--- src/swp_pkg.sv ---
package swp_pkg;

  // ==========================================================
  // command opcodes
  localparam logic [7:0] OP_WRSR1 = 8'h01;
  localparam logic [7:0] OP_WRSR2 = 8'h31;
  localparam logic [7:0] OP_WRSR3 = 8'h11;
  localparam logic [7:0] OP_WRSR_ANY = 8'h71;
  localparam logic [7:0] OP_BLOCK_LOCK = 8'h36;
  localparam logic [7:0] OP_BLOCK_UNLOCK = 8'h39;

  // ==========================================================
  // status register select codes
  localparam logic [1:0] SEL_NONE = 2'h0;
  localparam logic [1:0] SEL_SR1 = 2'h1;
  localparam logic [1:0] SEL_SR2 = 2'h2;
  localparam logic [1:0] SEL_SR3 = 2'h3;

  // ==========================================================
  // field positions and reset values
  localparam int unsigned SR1_PROT_LO_BIT = 7;
  localparam int unsigned SR2_PROT_HI_BIT = 0;
  localparam int unsigned SR3_PIN_ROLE_BIT = 7;
  localparam int unsigned SR3_STRENGTH_LO = 5;
  localparam int unsigned SR3_SCHEME_BIT = 2;
  localparam logic [7:0] SR3_WRITE_MASK = 8'he4;
  localparam logic [7:0] SR3_RESET = 8'h20;
  localparam logic [1:0] STRENGTH_FULL = 2'h1;

  // ==========================================================
  // protection modes {status_protect_hi, status_protect_lo}
  localparam logic [1:0] MODE_SOFT = 2'h0;
  localparam logic [1:0] MODE_HW = 2'h1;
  localparam logic [1:0] MODE_LOCKDOWN = 2'h2;
  localparam logic [1:0] MODE_LOCK_OR_OTP = 2'h3;

  // ==========================================================
  // individual block locks: 8 Mbit in 64 KB blocks
  localparam int unsigned NUM_BLOCKS = 16;
  localparam int unsigned BLOCK_IDX_W = 4;

endpackage

--- src/swp_cfg_if.sv ---
`timescale 1ns/1ps
interface swp_cfg_if;
  logic pin_role_reset;
  logic quad_enable;
  logic wp_high;
  logic hold_enable;
  logic reset_pin_enable;
  logic wp_active;

  modport cfg (
    output pin_role_reset,
    output quad_enable,
    input wp_high,
    input hold_enable,
    input reset_pin_enable,
    input wp_active
  );

  modport pins (
    input pin_role_reset,
    input quad_enable,
    output wp_high,
    output hold_enable,
    output reset_pin_enable,
    output wp_active
  );
endinterface

--- src/swp_status_protect.sv ---
`timescale 1ns/1ps
// Functional notes
// mode 00: latched writes accepted, pin ignored
// mode 01 with pin low: writes refused
// mode 01 with pin high: latched writes accepted
// mode 10: writes blocked until reset
// mode 11, lock clear: blocked until reset
// mode 11, lock set: writes refused forever
// reset: copy 00 or 01 loads unchanged
// reset: copy 10 loads 00, 11 unlocked 01
// reset: copy 11 locked keeps 11
// config bit 7 picks hold or reset
// quad enable disables hold and reset roles
// bits 6:5 drive strength, default full
// bit 2 picks range or block protection
// all block locks set on reset
// host locks 36h, unlocks 39h
// quad enable turns pins into data lines
// reserved config bits read zero
module swp_status_protect (
  input wire logic clock,
  input wire logic srst,
  input wire logic cmd_valid,
  input wire logic [7:0] cmd_opcode,
  input wire logic [1:0] cmd_sel,
  input wire logic [7:0] cmd_data,
  input wire logic write_latch,
  input wire logic quad_enable,
  input wire logic wp_pin,
  input wire logic nv_protect_hi,
  input wire logic nv_protect_lo,
  input wire logic nv_perm_lock,
  output logic status_protect_hi,
  output logic status_protect_lo,
  output logic [7:0] pin_drive_protect_config,
  output logic sr_write_done,
  output logic sr_write_refused,
  output logic hold_enable,
  output logic reset_pin_enable,
  output logic wp_active,
  output logic [1:0] output_strength,
  output logic protect_scheme_select,
  output logic [swp_pkg::NUM_BLOCKS-1:0] block_locks
);
  import swp_pkg::*;

  swp_cfg_if cfg_bus();

  logic [1:0] mode;
  logic [1:0] target;
  logic is_sr_write;
  logic write_ok;
  logic block_cmd;
  logic next_hi;
  logic next_lo;
  logic [7:0] next_cfg;
  logic next_done;
  logic next_refused;

  // ==========================================================
  // pin roles and block locks
  swp_pin_func u_pins (
    .clock(clock),
    .srst(srst),
    .wp_pin(wp_pin),
    .cfg(cfg_bus.pins)
  );

  assign cfg_bus.pin_role_reset = pin_drive_protect_config[SR3_PIN_ROLE_BIT];
  assign cfg_bus.quad_enable = quad_enable;
  assign hold_enable = cfg_bus.hold_enable;
  assign reset_pin_enable = cfg_bus.reset_pin_enable;
  assign wp_active = cfg_bus.wp_active;

  assign output_strength = pin_drive_protect_config[SR3_STRENGTH_LO +: 2];
  assign protect_scheme_select = pin_drive_protect_config[SR3_SCHEME_BIT];

  assign block_cmd = cmd_valid & write_latch;

  swp_block_locks u_blocks (
    .clock(clock),
    .srst(srst),
    .scheme_sel(protect_scheme_select),
    .lock_req(block_cmd && cmd_opcode == OP_BLOCK_LOCK),
    .unlock_req(block_cmd && cmd_opcode == OP_BLOCK_UNLOCK),
    .block_idx(cmd_data[BLOCK_IDX_W-1:0]),
    .locks(block_locks)
  );

  // ==========================================================
  // write decode and protection check
  assign mode = {status_protect_hi, status_protect_lo};

  always_comb begin
    case (cmd_opcode)
      OP_WRSR1: target = SEL_SR1;
      OP_WRSR2: target = SEL_SR2;
      OP_WRSR3: target = SEL_SR3;
      OP_WRSR_ANY: target = cmd_sel;
      default: target = SEL_NONE;
    endcase
  end

  assign is_sr_write = cmd_valid && target != SEL_NONE;

  always_comb begin
    case (mode)
      MODE_SOFT: write_ok = write_latch;
      MODE_HW: write_ok = write_latch & cfg_bus.wp_high;
      // lockdown and otp both refuse; only reset can leave lockdown
      MODE_LOCKDOWN: write_ok = 1'b0;
      MODE_LOCK_OR_OTP: write_ok = 1'b0;
      default: write_ok = 1'b0;
    endcase
  end

  // ==========================================================
  // protection and configuration state
  always_comb begin
    next_hi = status_protect_hi;
    next_lo = status_protect_lo;
    next_cfg = pin_drive_protect_config;
    next_done = 1'b0;
    next_refused = 1'b0;
    if (srst) begin
      next_cfg = SR3_RESET;
      case ({nv_protect_hi, nv_protect_lo})
        MODE_SOFT: {next_hi, next_lo} = MODE_SOFT;
        MODE_HW: {next_hi, next_lo} = MODE_HW;
        MODE_LOCKDOWN: {next_hi, next_lo} = MODE_SOFT;
        MODE_LOCK_OR_OTP: begin
          if (nv_perm_lock) begin
            {next_hi, next_lo} = MODE_LOCK_OR_OTP;
          end else begin
            {next_hi, next_lo} = MODE_HW;
          end
        end
        default: {next_hi, next_lo} = MODE_SOFT;
      endcase
    end else if (is_sr_write) begin
      if (write_ok) begin
        next_done = 1'b1;
        case (target)
          SEL_SR1: next_lo = cmd_data[SR1_PROT_LO_BIT];
          SEL_SR2: next_hi = cmd_data[SR2_PROT_HI_BIT];
          SEL_SR3: next_cfg = cmd_data & SR3_WRITE_MASK;
          default: next_cfg = pin_drive_protect_config;
        endcase
      end else begin
        next_refused = 1'b1;
      end
    end
  end

  always_ff @(posedge clock) begin
    status_protect_hi <= next_hi;
    status_protect_lo <= next_lo;
    pin_drive_protect_config <= next_cfg;
    sr_write_done <= next_done;
    sr_write_refused <= next_refused;
  end
endmodule

--- src/swp_pin_func.sv ---
`timescale 1ns/1ps
module swp_pin_func (
  input wire logic clock,
  input wire logic srst,
  input wire logic wp_pin,
  swp_cfg_if.pins cfg
);
  logic wp_meta;
  logic wp_sync;

  // ==========================================================
  // write-protect pin synchroniser
  always_ff @(posedge clock) begin
    if (srst) begin
      wp_meta <= 1'b0;
      wp_sync <= 1'b0;
    end else begin
      wp_meta <= wp_pin;
      wp_sync <= wp_meta;
    end
  end

  // ==========================================================
  // pin roles
  always_comb begin
    // in quad mode the pin is a data line, so it never protects
    cfg.wp_high = cfg.quad_enable | wp_sync;
    cfg.wp_active = ~cfg.quad_enable;
    cfg.hold_enable = ~cfg.quad_enable & ~cfg.pin_role_reset;
    cfg.reset_pin_enable = ~cfg.quad_enable & cfg.pin_role_reset;
  end
endmodule

--- src/swp_block_locks.sv ---
`timescale 1ns/1ps
module swp_block_locks (
  input wire logic clock,
  input wire logic srst,
  input wire logic scheme_sel,
  input wire logic lock_req,
  input wire logic unlock_req,
  input wire logic [swp_pkg::BLOCK_IDX_W-1:0] block_idx,
  output logic [swp_pkg::NUM_BLOCKS-1:0] locks
);
  import swp_pkg::*;

  logic [NUM_BLOCKS-1:0] next_locks;

  // ==========================================================
  // per-block lock bits
  always_comb begin
    next_locks = locks;
    if (srst) begin
      next_locks = '1;
    end else if (scheme_sel) begin
      // commands only matter while the per-block scheme is chosen
      if (lock_req) begin
        next_locks[block_idx] = 1'b1;
      end else if (unlock_req) begin
        next_locks[block_idx] = 1'b0;
      end
    end
  end

  always_ff @(posedge clock) begin
    locks <= next_locks;
  end
endmodule

--- config.mk ---
export PLATFORM = sky130hd
export DESIGN_NAME = swp_status_protect
export DESIGN_NICKNAME = d
export VERILOG_FILES = /design/src/swp_pkg.sv /design/src/swp_cfg_if.sv /design/src/swp_status_protect.sv /design/src/swp_pin_func.sv /design/src/swp_block_locks.sv
export SDC_FILE = /design/constraint.sdc
export NUM_CORES = 1
export LEC_CHECK = 0
export ABC_AREA = 1
export BUFFER_PORTS_ARGS = -buffer_cell sky130_fd_sc_hd__buf_2
export CAP_MARGIN = 20
export CORE_UTILIZATION = 38
export CTS_BUF_LIST = sky130_fd_sc_hd__clkbuf_8
export CTS_CLUSTER_SIZE = 30
export DETAILED_ROUTE_END_ITERATION = 10
export MAX_ROUTING_LAYER = met4
export PLACE_DENSITY = 0.68
export SYNTH_ARGS = -nofsm -noshare
export SYNTH_HDL_FRONTEND = slang
export SYNTH_SLANG_ARGS = --single-unit
--- constraint.sdc ---
create_clock -name clock -period 1.6 [get_ports clock]
set_clock_uncertainty 0.1 [all_clocks]
set_input_delay 0.48 -clock clock [delete_from_list [all_inputs] [get_ports clock]]
set_output_delay 0.48 -clock clock [all_outputs]
set_load 0.1 [all_outputs]
==> results of run 1 <==
## Yosys cell counts
| cell | instances |
|---|---|
| conb_1 | 1 |
| buf_1 | 1 |
| o22ai_1 | 1 |
| buf_2 | 1 |
| nand4_2 | 1 |
| dfxtp_1 | 24 |
| nand4_1 | 18 |
| nor3_1 | 1 |
| nand2_2 | 1 |
| nor2_1 | 33 |
| nand3_1 | 38 |
| o21ai_4 | 1 |
| inv_2 | 3 |
| nor2_2 | 3 |
| nand2_1 | 48 |
| o21a_1 | 1 |
| buf_4 | 10 |
| nand3b_1 | 2 |
| buf_6 | 2 |
| inv_1 | 19 |
| clkbuf_1 | 4 |
| edfxtp_1 | 2 |
## metal layers
layer / vias up / routed length (µm) / part of all wire
li1: 800 / - / -
met3: 7 / 155 / 0.046
met4: 0 / 63 / 0.019
met1: 664 / 1554 / 0.46
met5: - / 0 / 0
met2: 43 / 1598 / 0.47
## cell families (layout without fill, tap and decap cells)
| group | count (synthesis) | after routing | synth area share |
|---|---|---|---|
| other cells | 1 | 4 | 0.002599 |
| flops | 26 | 26 | 0.3747 |
| compound gates | 3 | 3 | 0.02082 |
| buf+inv | 40 | 92 | 0.1414 |
| simple gates | 145 | 145 | 0.4605 |
## stage by stage
| stage | instance area [µm²] | std cells | setup TNS [ns] |
|---|---|---|---|
| after floorplan | 1484 | 218 | -1.519 |
| after global placement | 2236 | 313 | -2.635 |
| after detailed placement | 2236 | 313 | -3.161 |
| after CTS | 2323 | 318 | 0 |
| after global routing | 2340 | 318 | -0.01287 |
| final | 2340 | 318 | 0 |
## worst paths after layout
path | to | slack [ns] | depth (start not counted)
setup / recovery | reset_pin_enable | 0.04 | 3
hold / removal | pin_drive_protect_config[5]$_SDFFE_PP1P_ | 0.29 | 3
setup reg to reg | pin_drive_protect_config[7]$_SDFFE_PP0P_ | 0.26 | 6
hold reg to reg | u_pins.wp_sync$_SDFF_PP0_ | 0.32 | 2
## what timing repair did
item	4_1_cts	5_1_grt
resized for setup	4	3
setup buffers	1	0
setup endpoints to repair	1	7
pin swaps	1	1
## worst max-delay path: cells and delay by family, from the launching register on
kind | cells | cell delay, ns
buffers and inverters | 2 | 0.23
AND/OR/NAND/NOR | 1 | 0.09
flip-flops | 1 | 0.38
## final cells by class
cell class	instances	area, µm²
inverter	22	86.33
tap	48	60.06
timing repair buffer	66	820.8
sequential	26	555.5
fill	310	1321
clock buffer	3	41.29
multi-input combinational	152	745.7
clock inverter	1	30.03
## where the power goes
group	leakage, nW	internal, W	total, W	switching, W
Clock	0.0357	0.000335	0.000563	0.000228
Combinational	0.883	0.0000751	0.000245	0.000169
Sequential	0.217	0.000655	0.000660	0.00000523
## layout by cell type (no fill, tap or decap), drive strengths merged, types with 2 or more instances in the layout
master  synthesis  routed
buf            14      66
nand2          49      49
nand3          38      38
nor2           36      36
dfxtp          24      24
inv            22      21
nand4          19      19
conb            1       4
clkbuf          4       3
nand3b          2       2
edfxtp          2       2
==> metrics.md, run 1 <==
| Metric | Value |
|---|---|
| DRC Markers | `0` |
| First-pass GRT wire length | `5927 µm` |
| Cell chain of the critical path | `inv_2, nor2_4, buf_12` |
| Level count of the clock H-tree | `1` |
| CP Class | `register to output port` |
| Die area | `4047 µm²` |
| Top-area cell type share of the netlist area | `0.3330` |
| Area growth, synth to finish | `62.19%` |
| Vias in the first global route | `1430` |
| Worst r2r src | `status_protect_lo$_DFFE_PP_` |
| YS warnings | `0` |
| Hold buffers post-CTS | `0` |
| Gr ovfl total | `0` |
| Crit path DAT | `0.98 ns` |
| Mean area per synthesized cell | `6.710 µm²` |
| I/O Buffers | `55` |
| Synthesized cell area | `1443 µm²` |
| Grt met3 use | `0.03261` |
| Die Span Y | `63.62 µm` |
| Number of antenna-violating nets in the routed design | `0` |
| CTS tree | `yes` |
| Final Hold Fails | `0` |
| DR vias | `1514` |
| Slowest cell on crit path | `dfxtp_4` |
| Nets | `298` |
| Detailed Routing Iterations Pass 1 | `4` |
| Largest net degree at the start of global routing | `33` |
| RSZ-0062 raised after global routing | `true` |
| Final min period | `1.558 ns` |
| Die Wd | `63.62 µm` |
| FMAX | `642.0 MHz` |
| Register area share after synthesis | `0.3747` |
| Max Fanout on Critical Path | `3` |
| Site row count | `22` |
| GR peak layer | `met2` |
| HP Start | `cmd_data[5]` |
| CTS Buffer Depth | `2` |
| Initial Utilization | `0.3941` |
| Core Util, Final | `0.6391` |
| Worst-skew pair later-pin latency | `0.27 ns` |
| Place WS | `-0.2163 ns` |
| Status | `finished clean` |
| WL/cell | `10.60 µm` |
| Final HPWL DP | `2528 µm` |
| Pwr dens | `627.4 nW/µm²` |
| Diodes inserted | `0` |
| Clk slew on worst S/H paths | `0.09 ns` |
| CP endpoint kind | `output port` |
| Total GRT Usage | `0.1838` |
| CORE AREA | `3661 µm²` |
| DR iter-0 viols | `57` |
| Initial antenna violation count | `0` |
| Vias per inst | `4.761` |
| Clock Sinks | `26` |
| Peak supply drop | `0.0003815 V` |
| Routed WL | `3372 µm` |
| Met1 usage | `0.2205` |
| Fin. max-slew vios | `0` |
| CTS root buf | `clkbuf_8` |
| Final setup fails | `0` |
| Cell taking the most area after synthesis | `dfxtp_1` |
| Synth area leaders | `dfxtp_1, nand3_1, nand2_1, nor2_1, nand4_1` |
| Synth cell types | `22` |
| I/O pins | `61` |
| Max_cap viols | `0` |
| Synthesized instance count | `215` |
| Setup WS post-layout | `0.04240 ns` |
| Worst hold path type | `input port to register` |
| Crit path required time | `1.02 ns` |
| CTS Buf Count | `3` |
| M2 GR Usage | `0.3085` |
| CP peak stage delay | `0.38 ns` |
| Hold_ws | `0.2939 ns` |
| Ratio of cells with drive above 1 in the final layout | `0.3333` |
| LEAKAGE | `1.135 nW` |
| Crit path from | `pin_drive_protect_config[7]$_SDFFE_PP0P_` |
| #FFs+latches synth | `26` |
| Crit share post-route | `0.9735` |
| Critical Path Source Type | `register` |
| Global placement routability congestion | `0.8356` |
| Final Power | `0.001468 W` |
Note: power is estimated with default switching activity, not from simulation.
==> run 2: changes to the inputs <==
--- a/config.mk
+++ b/config.mk
@@ -9,4 +9,5 @@
 export BUFFER_PORTS_ARGS = -buffer_cell sky130_fd_sc_hd__buf_2
 export CAP_MARGIN = 20
+export CORE_ASPECT_RATIO = 0.7
 export CORE_UTILIZATION = 38
 export CTS_BUF_LIST = sky130_fd_sc_hd__clkbuf_8
--- a/constraint.sdc
+++ b/constraint.sdc
@@ -3,3 +3,3 @@
 set_input_delay 0.48 -clock clock [delete_from_list [all_inputs] [get_ports clock]]
 set_output_delay 0.48 -clock clock [all_outputs]
-set_load 0.1 [all_outputs]
+set_load 0.02 [all_outputs]
==> run 2 against run 1 <==
Utilization down 14 points. Clock-buffer cell count unchanged. Maximum frequency up 3.6%. Register-to-register slack better by 0.05 ns. Critical endpoint unchanged.
==> metrics.md, run 2 (synthesis gave the netlist of run 1 again) <==
| Metric | Value |
|---|---|
| Final Hold Fails | `0 (unchanged)` |
| Worst reg2reg path depth | `6 (unchanged)` |
| CP endpoint kind | `output port` |
| Crit path from | `pin_drive_protect_config[7]$_SDFFE_PP0P_` |
| Area growth, synth to finish | `23.76%` |
| Top Family by Delay on Critical Path | `flip-flops` |
| FMAX | `664.9 MHz (+3.6%)` |
| WL/cell | `9.598 µm (-9.5%)` |
| Total GRT Usage | `0.1667 (-0.01710)` |
| Worst r2r src | `status_protect_lo$_DFFE_PP_` |
| CTS tree | `yes` |
| Gr ovfl total | `0 (unchanged)` |
| CTS Buf Count | `3 (unchanged)` |
| First-pass GRT wire length | `4899 µm (-17%)` |
| Crit share post-route | `0.9400 (-0.03346)` |
| Critical path buffers and inverters | `2 (unchanged)` |
| Filler cells | `374 (+21%)` |
| I/O pins | `61 (unchanged)` |
| Level count of the clock H-tree | `1 (unchanged)` |
| CORE AREA | `3581 µm² (-2.2%)` |
| Status | `finished clean` |
| CTS root buf | `clkbuf_8` |
| Area taken by multi-input logic gates | `714.4 µm² (-4.2%)` |
| Final instance area | `1785 µm² (-24%)` |
| Cell chain of the critical path | `inv_1, nor2_1, buf_2` |
| Initial Utilization | `0.4029 (+0.008812)` |
| Most common cell after layout, fill and taps aside | `buf_2` |
| Hold Path Cell Cnt | `3 (unchanged)` |
| Nets | `294 (-1.3%)` |
| Final Power | `0.001167 W (-20%)` |
| Post-Place Cell Area | `1735 µm² (-22%)` |
| Vias in the first global route | `1116 (-22%)` |
| Peak supply drop | `0.0005895 V (+55%)` |
| Fin. max-slew vios | `0 (unchanged)` |
| Most frequent cells in the layout | `buf_2, nand2_1, nand3_1, nor2_1, dfxtp_1` |
| Diodes inserted | `0 (unchanged)` |
| Detailed Routing Iterations Pass 1 | `4 (unchanged)` |
| Max Fanout on Critical Path | `3 (unchanged)` |
| Pwr dens | `653.7 nW/µm² (+4.2%)` |
| # Post-CTS Setup Buffers | `0 (-1)` |
| DR iter-0 viols | `76 (+33%)` |
| Crit path DAT | `0.92 ns (-0.06 ns)` |
| Worst-skew pair later-pin latency | `0.26 ns (about the same)` |
| Site row count | `18 (-18%)` |
| Max_cap viols | `0 (unchanged)` |
| Worst hold path type | `input port to register` |
| I/O Buffers | `55 (unchanged)` |
| HP Start | `cmd_data[5]` |
| Initial antenna violation count | `0 (unchanged)` |
| Largest net degree at the start of global routing | `34 (+3.0%)` |
| CP peak stage delay | `0.36 ns (-0.02 ns)` |
| Routed WL | `3033 µm (-10%)` |
| Global placement routability congestion | `0.7694 (-7.9%)` |
| Number of antenna-violating nets in the routed design | `0 (unchanged)` |
| Final HPWL DP | `2350 µm (-7.1%)` |
| RSZ-0062 raised after global routing | `false` |
| Crit path required time | `1.02 ns (about the same)` |
| Final setup fails | `0 (unchanged)` |
| Slowest cell on crit path | `dfxtp_1` |
| Die area | `4051 µm² (about the same)` |
| CP Class | `register to output port` |
| Critical Path Source Type | `register` |
| LEAKAGE | `0.9072 nW (-20%)` |
| Clock Sinks | `26 (unchanged)` |
| Hold buffers post-CTS | `0 (unchanged)` |
| CTS Buffer Depth | `2 (unchanged)` |
| Setup_tns | `0 ns (unchanged)` |
| DR vias | `1436 (-5.2%)` |
| FF+latch area | `540.5 µm² (-2.7%)` |
| Ratio of cells with drive above 1 in the final layout | `0.2782 (-0.05514)` |
| DRC Markers | `0 (unchanged)` |
| Die Span Y | `53.55 µm (-16%)` |
| Hold_ws | `0.3074 ns (+0.01344 ns)` |
| WHS Endpoint | `pin_drive_protect_config[5]$_SDFFE_PP1P_` |
| Die Wd | `75.65 µm (+19%)` |
| Post-CTS Resized | `0 (-4)` |
| Final min period | `1.504 ns (-0.05354 ns)` |
| Vias per inst | `4.544 (-4.6%)` |
| Clk slew on worst S/H paths | `0.09 ns (about the same)` |
| Worst r2r dst | `pin_drive_protect_config[7]$_SDFFE_PP0P_` |
| R2R Setup Slk | `0.31 ns (+0.05 ns)` |
==> run 2: cell count changes in the layout (fill, tap and decap cells not counted), sizes merged <==
cell	before	now
buf	66	62
clkinvlp	1	0
inv	21	22
clkinv	0	1
bufinv	1	0
==> run 2: metal layers <==
| layer | share of wire | routed length, µm | track usage | vias to the layer above |
|---|---|---|---|---|
| met1 | 0.54 | 1643 | 0.2368 | 605 |
| li1 | - | - | - | 793 |
| met5 | 0 | 0 | - | - |
| met3 | 0.055 | 167 | 0.04494 | 2 |
| met4 | 0.0059 | 18 | 0.02778 | 0 |
| met2 | 0.40 | 1204 | 0.2396 | 36 |
==> run 2: through the flow <==
stage | util | std cells | setup slack, ns
floorplan | - | 218 | 0.006571
global placement | 0.4846 | 312 | -0.1554
detailed placement | 0.4846 | 312 | -0.1636
CTS | 0.4972 | 316 | 0.08566
global route | 0.4986 | 316 | 0.003062
finish | 0.4986 | 316 | 0.09594
==> run 2: area by class of cell <==
type	instances	area share
clock buffers	3	0.02313
clock inverters	1	0.002102
inverters	22	0.04625
multi-input cells	152	0.4001
flip-flops and latches	26	0.3027
well taps	50	0.03504
repair buffers	62	0.1906
==> run 2: how the worst max path moves through the flow <==
stage	end	slack, ns	depth (start not counted)
3_5_place_dp	status_protect_lo$_DFFE_PP_	-0.16	10
5_1_grt	register	0.003	10
3_3_place_gp	status_protect_lo$_DFFE_PP_	-0.16	10
6_report	reset_pin_enable	0.1	3
2_1_floorplan	status_protect_lo$_DFFE_PP_	0.007	8
4_1_cts	reset_pin_enable	0.09	3
==> run 2: power breakdown <==
group	leakage, nW	switching (W)	internal (W)	total (W)
clock	0.0231	0.000195	0.000172	0.000366
combinational	0.670	0.0000881	0.0000489	0.000137
sequential	0.214	0.00000225	0.000662	0.000664
total	0.907	0.000285	0.000882	0.00117
==> run 2: worst min-delay path, stage by stage <==
cell and delay (ns):
buf_2 0.07, nand2_1 0.04, nand3_1 0.05
